===== config.mk =====
export PLATFORM = sky130hd
export DESIGN_NAME = lcdet_top
export DESIGN_NICKNAME = d
export VERILOG_FILES = /design/src/rtl/lcdet_pkg.sv /design/src/rtl/lcdet_top.sv /design/src/rtl/lcdet_timer.sv
export SDC_FILE = /design/constraint.sdc
export NUM_CORES = 1
export LEC_CHECK = 0
export BUFFER_PORTS_ARGS = -buffer_cell sky130_fd_sc_hd__buf_4
export CAP_MARGIN = 20
export CORE_MARGIN = 10
export CORE_UTILIZATION = 45
export DETAILED_ROUTE_END_ITERATION = 6
export PLACE_DENSITY = 0.67
export SYNTH_ARGS = -nofsm -noshare
export SYNTH_HDL_FRONTEND = slang
export SYNTH_HIERARCHICAL = 1
export SYNTH_SLANG_ARGS = --single-unit
export TNS_END_PERCENT = 10

===== constraint.sdc =====
create_clock -name clock -period 5.7 [get_ports clock]
set_input_delay 0.855 -clock clock [delete_from_list [all_inputs] [get_ports clock]]
set_output_delay 0.855 -clock clock [all_outputs]
set_load 0.005 [all_outputs]

===== src/rtl/lcdet_pkg.sv =====
// Operation
// RULE1: After receiver lock, control channel loads capability bits into the first register.
// RULE2: Software overriding capability bits must also set the hold bit.
// RULE3: Bit 4 requests the equalizer training pattern; read/write, resets to zero.
// RULE4: Bit 3 records two-lane support; read/write, loaded after lock.
// RULE5: Bit 2 names this lane: zero primary, one secondary.
// RULE6: Bit 1 says receiver takes 24-bit video with HD audio together.
// RULE7: Bit 0 says receiver supports GPIO inside the forward frame.
// RULE8: Link detect drops when timeout passes with no valid reverse traffic.
// RULE9: Timeout select maps 000..111 to 162,325,650,1300,10.25,20.5,-,82 us.
// RULE10: Second capability register and upper five timeout bits are reserved.
// RULE11: Hold bit 7 stops automatic loading and freezes written capabilities.
// RULE12: Bit 5 requests the frequency training pattern, loaded like the others.
// RULE13: Timeout code 110 behaves as the default 162 us timeout.
package lcdet_pkg;

    // Register offsets
    localparam logic [7:0] ADDR_CAPS    = 8'h20;
    localparam logic [7:0] ADDR_CAPS_2  = 8'h21;
    localparam logic [7:0] ADDR_TIMEOUT = 8'h26;

    // Reset values and masks
    localparam logic [7:0] CAPS_RESET    = 8'h00;
    localparam logic [2:0] TIMEOUT_RESET = 3'h0;
    localparam logic [7:0] CAPS_WR_MASK  = 8'hBF;    // Bit 6 reserved
    localparam int         LOAD_W        = 6;        // Bits 5:0 are auto-loaded

    // Field positions in the capability register
    localparam int BIT_HOLD = 7;
    localparam int BIT_FREQ = 5;
    localparam int BIT_EQ   = 4;
    localparam int BIT_TWO  = 3;
    localparam int BIT_CHAN = 2;
    localparam int BIT_WIDE = 1;
    localparam int BIT_GPIO = 0;

    // Timeout select codes
    localparam logic [2:0] SEL_162US = 3'h0;
    localparam logic [2:0] SEL_325US = 3'h1;
    localparam logic [2:0] SEL_650US = 3'h2;
    localparam logic [2:0] SEL_1MS3  = 3'h3;
    localparam logic [2:0] SEL_10US  = 3'h4;
    localparam logic [2:0] SEL_20US  = 3'h5;
    localparam logic [2:0] SEL_RSVD  = 3'h6;
    localparam logic [2:0] SEL_82US  = 3'h7;

    // Timeouts in ns and their cycle counts at 200 MHz
    localparam int CLK_PERIOD_NS = 5;
    localparam int T_162US_NS    = 162000;
    localparam int T_325US_NS    = 325000;
    localparam int T_650US_NS    = 650000;
    localparam int T_1MS3_NS     = 1300000;
    localparam int T_10US_NS     = 10250;
    localparam int T_20US_NS     = 20500;
    localparam int T_82US_NS     = 82000;
    localparam int CNT_W         = 19;
    localparam logic [CNT_W-1:0] CYC_162US = CNT_W'(T_162US_NS / CLK_PERIOD_NS);
    localparam logic [CNT_W-1:0] CYC_325US = CNT_W'(T_325US_NS / CLK_PERIOD_NS);
    localparam logic [CNT_W-1:0] CYC_650US = CNT_W'(T_650US_NS / CLK_PERIOD_NS);
    localparam logic [CNT_W-1:0] CYC_1MS3  = CNT_W'(T_1MS3_NS / CLK_PERIOD_NS);
    localparam logic [CNT_W-1:0] CYC_10US  = CNT_W'(T_10US_NS / CLK_PERIOD_NS);
    localparam logic [CNT_W-1:0] CYC_20US  = CNT_W'(T_20US_NS / CLK_PERIOD_NS);
    localparam logic [CNT_W-1:0] CYC_82US  = CNT_W'(T_82US_NS / CLK_PERIOD_NS);

endpackage


===== src/rtl/lcdet_top.sv =====
`timescale 1ns/1ps
// Remote capability flags and reverse-channel link detect
module lcdet_top #(
    parameter logic [lcdet_pkg::CNT_W-1:0] CYC_162US = lcdet_pkg::CYC_162US,
    parameter logic [lcdet_pkg::CNT_W-1:0] CYC_325US = lcdet_pkg::CYC_325US,
    parameter logic [lcdet_pkg::CNT_W-1:0] CYC_650US = lcdet_pkg::CYC_650US,
    parameter logic [lcdet_pkg::CNT_W-1:0] CYC_1MS3  = lcdet_pkg::CYC_1MS3,
    parameter logic [lcdet_pkg::CNT_W-1:0] CYC_20US  = lcdet_pkg::CYC_20US,
    parameter logic [lcdet_pkg::CNT_W-1:0] CYC_82US  = lcdet_pkg::CYC_82US
) (
    // Clock and reset
    input  wire logic                          clock,
    input  wire logic                          rst_n,
    // Decoded serial control bus access
    input  wire logic [7:0]                    reg_addr,
    input  wire logic                          reg_wr,
    input  wire logic [7:0]                    reg_wdata,
    input  wire logic                          reg_rd,
    output logic [7:0]                         reg_rdata,
    output logic                               reg_rvalid,
    // Control channel
    input  wire logic                          rx_lock,
    input  wire logic                          cap_load_valid,
    input  wire logic [lcdet_pkg::LOAD_W-1:0]  cap_load_bits,
    input  wire logic                          rev_valid,
    // Capability and link outputs
    output logic                               capability_hold,
    output logic                               frequency_pattern_request,
    output logic                               equalizer_pattern_request,
    output logic                               two_lane_capable,
    output logic                               lane_is_secondary,
    output logic                               wide_video_with_hd_audio,
    output logic                               forward_frame_gpio_capable,
    output logic                               link_detect
);

    // Timeout select to cycle count
    function automatic logic [lcdet_pkg::CNT_W-1:0] sel_limit(input logic [2:0] sel);
        case (sel)
            lcdet_pkg::SEL_325US: sel_limit = CYC_325US;  // RULE9
            lcdet_pkg::SEL_650US: sel_limit = CYC_650US;
            lcdet_pkg::SEL_1MS3:  sel_limit = CYC_1MS3;
            lcdet_pkg::SEL_10US:  sel_limit = lcdet_pkg::CYC_10US;
            lcdet_pkg::SEL_20US:  sel_limit = CYC_20US;
            lcdet_pkg::SEL_82US:  sel_limit = CYC_82US;
            default:              sel_limit = CYC_162US;  // RULE13
        endcase
    endfunction

    logic [7:0]                    caps_q;
    logic [7:0]                    caps_d;
    logic [2:0]                    tmo_sel_q;
    logic [2:0]                    tmo_sel_d;
    logic                          link_q;
    logic                          link_d;
    logic [7:0]                    rdata_q;
    logic [7:0]                    rdata_d;
    logic                          rvalid_q;
    logic                          wr_caps;
    logic                          wr_tmo;
    logic                          load_ok;
    logic                          expired;
    logic [lcdet_pkg::CNT_W-1:0]   limit;

    assign wr_caps = reg_wr && (reg_addr == lcdet_pkg::ADDR_CAPS);
    assign wr_tmo  = reg_wr && (reg_addr == lcdet_pkg::ADDR_TIMEOUT);
    assign limit   = sel_limit(tmo_sel_q);

    // Auto-load only while locked and not frozen; a write setting hold also blocks it
    assign load_ok = rx_lock && cap_load_valid && !caps_q[lcdet_pkg::BIT_HOLD]
                     && !(wr_caps && reg_wdata[lcdet_pkg::BIT_HOLD]);  // RULE1 RULE11

    // Capability and timeout register next values
    always_comb begin
        caps_d    = caps_q;
        tmo_sel_d = tmo_sel_q;
        if (wr_caps) begin
            caps_d = reg_wdata & lcdet_pkg::CAPS_WR_MASK;  // RULE3 RULE10
        end
        // Channel load beats a plain write in the same cycle
        if (load_ok) begin
            caps_d[lcdet_pkg::LOAD_W-1:0] = cap_load_bits;  // RULE1 RULE4 RULE12
        end
        if (wr_tmo) begin
            tmo_sel_d = reg_wdata[2:0];  // RULE10
        end
    end

    // Link detect: traffic raises it, an expired quiet period drops it
    always_comb begin
        link_d = link_q;
        if (rev_valid) begin
            link_d = 1'b1;
        end else if (expired) begin
            link_d = 1'b0;  // RULE8
        end
    end

    // Read data; reserved register and bits read as zero
    always_comb begin
        rdata_d = 8'h00;
        case (reg_addr)
            lcdet_pkg::ADDR_CAPS:    rdata_d = caps_q;
            lcdet_pkg::ADDR_TIMEOUT: rdata_d = {5'h00, tmo_sel_q};
            default:                 rdata_d = 8'h00;  // RULE10
        endcase
        if (!reg_rd) begin
            rdata_d = 8'h00;
        end
    end

    // State registers
    always_ff @(posedge clock) begin
        if (!rst_n) begin
            caps_q    <= lcdet_pkg::CAPS_RESET;
            tmo_sel_q <= lcdet_pkg::TIMEOUT_RESET;
            link_q    <= 1'b0;
            rdata_q   <= 8'h00;
            rvalid_q  <= 1'b0;
        end else begin
            caps_q    <= caps_d;
            tmo_sel_q <= tmo_sel_d;
            link_q    <= link_d;
            rdata_q   <= rdata_d;
            rvalid_q  <= reg_rd;
        end
    end

    // Quiet timer runs only while the link is up
    lcdet_timer u_timer (
        .clock   (clock),
        .rst_n   (rst_n),
        .limit   (limit),
        .run     (link_q),
        .restart (rev_valid),
        .expired (expired)
    );

    // Outputs straight from flops
    assign reg_rdata                  = rdata_q;
    assign reg_rvalid                 = rvalid_q;
    assign capability_hold            = caps_q[lcdet_pkg::BIT_HOLD];
    assign frequency_pattern_request  = caps_q[lcdet_pkg::BIT_FREQ];
    assign equalizer_pattern_request  = caps_q[lcdet_pkg::BIT_EQ];   // RULE3
    assign two_lane_capable           = caps_q[lcdet_pkg::BIT_TWO];
    assign lane_is_secondary          = caps_q[lcdet_pkg::BIT_CHAN]; // RULE5
    assign wide_video_with_hd_audio   = caps_q[lcdet_pkg::BIT_WIDE]; // RULE6
    assign forward_frame_gpio_capable = caps_q[lcdet_pkg::BIT_GPIO]; // RULE7
    assign link_detect                = link_q;

    // Helper: cycles since the last reverse-channel traffic
    logic [lcdet_pkg::CNT_W-1:0] quiet_q;
    logic [lcdet_pkg::CNT_W-1:0] quiet_d;

    always_comb begin
        quiet_d = quiet_q + lcdet_pkg::CNT_W'(1);
        if (rev_valid) begin
            quiet_d = '0;
        end else if (&quiet_q) begin
            quiet_d = quiet_q;
        end
    end

    // Saturating register so a long quiet spell cannot wrap back to a small count
    always_ff @(posedge clock) begin
        if (!rst_n) begin
            quiet_q <= '0;
        end else begin
            quiet_q <= quiet_d;
        end
    end
endmodule // lcdet_top


===== src/rtl/lcdet_timer.sv =====
`timescale 1ns/1ps
// Quiet-time counter behind link detect
module lcdet_timer (
    // Clock and reset
    input  wire logic                          clock,
    input  wire logic                          rst_n,
    // Control
    input  wire logic [lcdet_pkg::CNT_W-1:0]   limit,
    input  wire logic                          run,
    input  wire logic                          restart,
    // Result
    output logic                               expired
);

    logic [lcdet_pkg::CNT_W-1:0] count_q;
    logic [lcdet_pkg::CNT_W-1:0] count_d;
    logic                        at_end;

    // Greater-or-equal so a shortened limit mid-count still expires
    assign at_end  = (count_q >= limit - lcdet_pkg::CNT_W'(1));
    assign expired = run && !restart && at_end;  // RULE8

    // Next count: fresh traffic restarts, expiry wraps
    always_comb begin
        count_d = count_q + lcdet_pkg::CNT_W'(1);
        if (!run || restart || at_end) begin
            count_d = '0;
        end
    end

    // Count register
    always_ff @(posedge clock) begin
        if (!rst_n) begin
            count_q <= '0;
        end else begin
            count_q <= count_d;
        end
    end

endmodule // lcdet_timer


======== After elaboration in Yosys (flattened, before gate mapping) ========
Cells that the tools add are included.
operators by class
  reduce and logical (&&, ||, !) cells .... 18
  bitwise logic cells ..................... 1
  order comparisons ....................... 1
  equality and inequality tests ........... 8
  $add $sub $neg .......................... 2
  muxes and demuxes ....................... 6
operators with widths
  kind                   count
  $pmux 18 s6            1
  $add 19x1->19 const B  1
  $ge 19x19->1           1
  $sub 18x1->19 const B  1
  $eq 8x6->1 const B     2
  $pmux 8 s2             1
  $mux 6                 2
  $eq 3x3->1 const B     3
  $logic_and 1x1->1      8
  $eq 3x2->1 const B     2
  $logic_not 1->1        4
  $reduce_bool 2->1      2
  $eq 3x1->1 const B     1
  $logic_or 1x1->1       2
  $mux 1                 2
  $reduce_and 2->1       1
  $reduce_or 2->1        1
  $not 1->1              1
storage, ports and cells
  word-level logic and storage cells ...... 43
  output and inout port bits .............. 17
  input port bits ......................... 29
  register bits ........................... 39

======== Depth between registers and ports, before layout ========
  depth after elaboration ................. 7
  mapped depth ............................ 18
  mapped depth without buffers ............ 16

======== By module ========
The synthesis kept the hierarchy.
modules (own cells, without submodules)
  module       sequential area each (um2)  instances  cells an instance  area each (um2)
  lcdet_timer  380.4                       1          185                1,594.0
  lcdet_top    380.4                       1          98                 902.1

======== Worst setup path before layout ========
Ideal clock, no wire load.
  path type ............................... reg-to-reg
  from .................................... register tmo_sel_q[0]
  to ...................................... register link_q, in the netlist link_detect
  setup time .............................. 0.115 ns
  arrival ................................. 3.426 ns
  cell stages (with the launch flop) ...... 19
  required time ........................... 5.585 ns
  setup slack ............................. 2.159 ns
  path through ............................ dfxtp_1 clkbuf_1 nand2b_1 nand2_1 a21boi_0 or3_4 nor3_4 nand4_2 nor3_2 xnor2_1 ha_1 nand4_1 nor4_1 o21ai_0 nand4_1 buf_2 and3b_1 nor2b_1 o21a_1
between the ends
  longest elaborated chain between the ends .. 6
  elaborated cells on any way between the ends .. 11
  those cells by class .................... 1 x add/sub; 1 x order compare; 6 x eq/ne; 1 x mux; 2 x reduce/logical
ends and longest elaborated chain
  what                                  line               text
  start: declaration                    lcdet_top.sv:52    logic [2:0] tmo_sel_q;
  start signal: assignment              lcdet_top.sv:116   tmo_sel_q <= lcdet_pkg::TIMEOUT_RESET;
  start signal: assignment              lcdet_top.sv:122   tmo_sel_q <= tmo_sel_d;
  $eq 3x3->1 (tied with other cells)    lcdet_top.sv:39    case (sel)
  $pmux 18 s6 *                         lcdet_top.sv:39
  named net limit, one bit              lcdet_top.sv:63    logic [lcdet_pkg::CNT_W-1:0] limit;
  $sub 18x1->19 *                       lcdet_timer.sv:20  assign at_end = (count_q >= limit - lcdet_pkg::CNT_W'(1));
  $ge 19x19->1 *                        lcdet_timer.sv:20
  $logic_and 1x1->1 *                   lcdet_timer.sv:21  assign expired = run && !restart && at_end;
  named net expired                     lcdet_top.sv:62    logic expired;
  $reduce_bool 2->1 (no source line) *  n/a
  end signal: assignment                lcdet_top.sv:123   link_q <= link_d;
  end: declaration                      lcdet_top.sv:54    logic link_q;
The timed path passes the listed nets; every way through them passes the cells marked *.
A chain may end at the register's enable or synchronous reset.

======== Worst setup path after layout ========
Ends and elaborated chain as after synthesis.

==> run summary <==
The flow ran to the end, and the final reports show no timing, DRC or antenna violations. The floorplan step set the die height to 94.5 um. In the routed design, unresolved DRC markers number 0. For the final routed database, the setup TNS stands at 0 ps. The number of top-level design ports is 46. The most frequent cell on the critical path is a21o_1. After the first detailed-routing iteration, the DRC count stood at 55. Between clock sinks in the finished design, the worst skew comes to 2.34 ps. The startpoint type of the worst setup path was a flip-flop. Synthesized cell area: 0.00250 mm^2. Total of warnings raised by yosys: 6.

The count of buffers from port buffering works out to 43. Setup repair after global routing left no endpoint under its margin. The number of gates resized after CTS was 0.

Entering global routing, the biggest net connects 21 pins. Before CTS, the worst setup slack after placement is 1210 ps. The slowest stage of the critical path is the nand4_1 cell.

The fraction of final layout cells sized beyond drive strength 1 is 20.9%. The stage delay of the slowest cell on the critical path was 700 ps; the number of synthesized flops with an enable pin was 0. Adder-cell area share of the yosys netlist: 10.5%.

The top flip-flop cell by instance count after synthesis was dfxtp_1. The core occupancy in the finished layout is 55.1%, and the full die area is 0.00893 mm^2. Wires add up to 5380 um. Cell area reported after detailed placement: 0.00289 mm^2.

Timing would allow up to 227 MHz. The flip-flop and latch count after synthesis came out at 38. In this run the mean area of a mapped cell was 8.82 um^2. The worst path meets setup with 1300 ps of slack.

The area growth from synthesis to layout is 20.0%. The clock root buffer was clkbuf_8. The run gives 0.0000940 V as the peak supply drop. The critical path is of the flip-flop to flip-flop type.

The logs give 4370 um for the placed wire-length estimate and 0 for the count of hold-fix buffers inserted at cts. The tool flagged a number of max-cap violations equal to 0. The worst hold path belongs to the class flip-flop to flip-flop.

The first global-routing pass estimated 9630 um of wire. On the final layout, the worst hold slack is 484 ps. The number of antenna diodes in the final layout is 0. After detailed routing, the average wire length per cell comes to 13.4 um.

After synthesis, the share of flip-flops with an asynchronous set or reset is 0%. In this run the remaining antenna-violating nets after routing total 0. The area fraction in compound gates after synthesis was 10.2%; the global-route usage over all layers was 13.1%. The basic-gate share of the synthesized area counting and, or, nand and nor cells is 32.4%. For this block, the via count after detailed routing is 2133.

Leaving out fill and tap cells, the most frequent cell in the layout is buf_4. The leakage power summed over all cells is 1.26 nW, and the final worst-path cycle share is 77.2%. Leaving out fill and tap cells, the most frequent cells in the layout are buf_4 (43), dfxtp_1 (38), nor3_1 (23). Pin slew with the least headroom to its limit: 866 ps.

Synthesis instantiated 48 different standard cells from the library. Row generation in the floorplan step produced 27 rows. Number of global-route vias before repair: 2214. The run gives 0.00300 mm^2 as the post-route cell area. The routability congestion estimate is 0.758. The logs give 394 for the number of placed instances with taps included and 283 for the synthesized instance count. The first detailed-routing pass took 4 iterations. In this run the number of H-tree levels came out at 2. Of the total synthesized cell area, the portion taken by XOR and XNOR cells is 12.6%. In the final design database the tool counted 379 nets. Walking the worst path, the cells encountered are nand2b_1 > nand2_1 > a21boi_0 > or3_4 > nor3_4 > nand4_2 > nor3_2 > xnor2_1 > ha_1 > a21o_1 > a21o_1 > a22oi_1 > nand4_1 > and3b_1 > nor2b_1 > o21a_1. The share of synthesized area spent on multiplexers is 1.20%.

The worst endpoint data arrival time is 4640 ps. For this run the aggregate overflow at the end of global routing stands at 0. The initial cell density of the core is 45.9%. At the worst endpoint, the required time is 5940 ps.

Setup violations remaining at the end of the flow were counted as 0. The number of antenna violations at the first check in global routing is 0. The design draws 0.541 mW. After synthesis, the largest family of logic cells by area is simple AND/OR/NAND/NOR gates. The largest fanout on the critical path was 20; the count of final max-slew check failures was 0.

The clock passes through at most 2 buffers. Measured against its own limit, the worst slew margin works out to 42.1%. The clock reaches the later pin of the worst-skew pair after 290 ps. The run gives 0 as the number of hold violations in the final report. Counting the buffers created by CTS gives 5. In this run the power density over the cells is 181 mW/mm^2. Using the TritonRoute via totals, the vias-per-cell ratio works out to 5.31. The region available for standard cell placement spans 0.00544 mm^2. TritonCTS built the clock tree. STA classifies the critical path endpoint as a flip-flop. For the final cell count without fillers, the log shows 402. Number of sinks handled by clock tree synthesis: 38. The run gives 30.5% as the sequential-to-total area share from yosys stat. After layout, the minimum clock period comes to 4400 ps. The clock slew at the register clock pins of the worst setup and hold paths is 70 ps, and the die span in x is 94.5 um. Buffers added to address setup during post-CTS repair amount to 0.
final cells by class:
class,count,area (um^2)
clock buffer,5,68.8
clock inverter,3,40.0
fill,534,2440
inverter,6,22.5
multi-input combinational,235,1690
sequential,38,761
tap,72,90.1
timing repair buffer,43,323
worst paths after layout:
kind | start | endpoint | slack (ps) | cells past startpoint
worst max-delay path | tmo_sel_q[0] | link_detect | 1300 | 16
worst min-delay path | caps_q[1] | reg_rdata[1] | 480 | 2
worst max register to register | tmo_sel_q[0] | link_detect | 1300 | 16
worst min register to register | caps_q[1] | reg_rdata[1] | 480 | 2
cells in the mapped netlist, types with 8 or more instances:
library cell / instances / share of area (%)
nand4_1: 11 / 2.8
dfxtp_1: 38 / 30
xor2_1: 17 / 6.0
nor2_1: 18 / 2.7
o21a_1: 8 / 2.4
xnor2_1: 19 / 6.7
nor3_1: 23 / 4.6
a21oi_1: 11 / 2.2
and3_1: 8 / 2.0
nand2_1: 18 / 2.7
nand3_1: 17 / 3.4
ha_1: 21 / 11
flip-flops by register name (all words and copies together), names as in the netlist:
register,cells
reg_rvalid,1
u_timer/count_q,19
caps_q,7
tmo_sel_q,3
reg_rdata,7
link_detect,1
per-layer routing:
| layer | track usage, % | share of wire, % | wire [um] |
|---|---|---|---|
| met1 | 14.2 | 45 | 2430 |
| met3 | 6.03 | 6.8 | 364 |
| met4 | 3.74 | 1.4 | 78 |
| met5 | 0 | 0 | 0 |
| met2 | 22.6 | 47 | 2510 |
kinds of logic (layout without fill, tap and decap cells):
kind of cell / Yosys count / count (layout)
AOI/OAI and AO/OA: 37 / 37
other: 1 / 5
and+or+nand+nor: 133 / 133
muxes: 3 / 3
buffers and inverters: 14 / 57
adders and majority gates: 21 / 21
DFF: 38 / 38
xor gates and xnor gates: 36 / 36
where the power goes:
group / switching, mW / internal (mW)
clock: 0.0930 / 0.129
sequential: 0.00305 / 0.269
combinational: 0.0199 / 0.0274
total: 0.116 / 0.425
worst max-delay path: cells and delay by family (launching register included):
family / cells / cell delay (ps)
xor gates and xnor gates: 1 / 140
and+or+nand+nor: 9 / 2610
adders and majority gates: 1 / 260
AOI/OAI and AO/OA: 5 / 850
DFF: 1 / 470
Note: power is estimated with default switching activity, not from simulation.
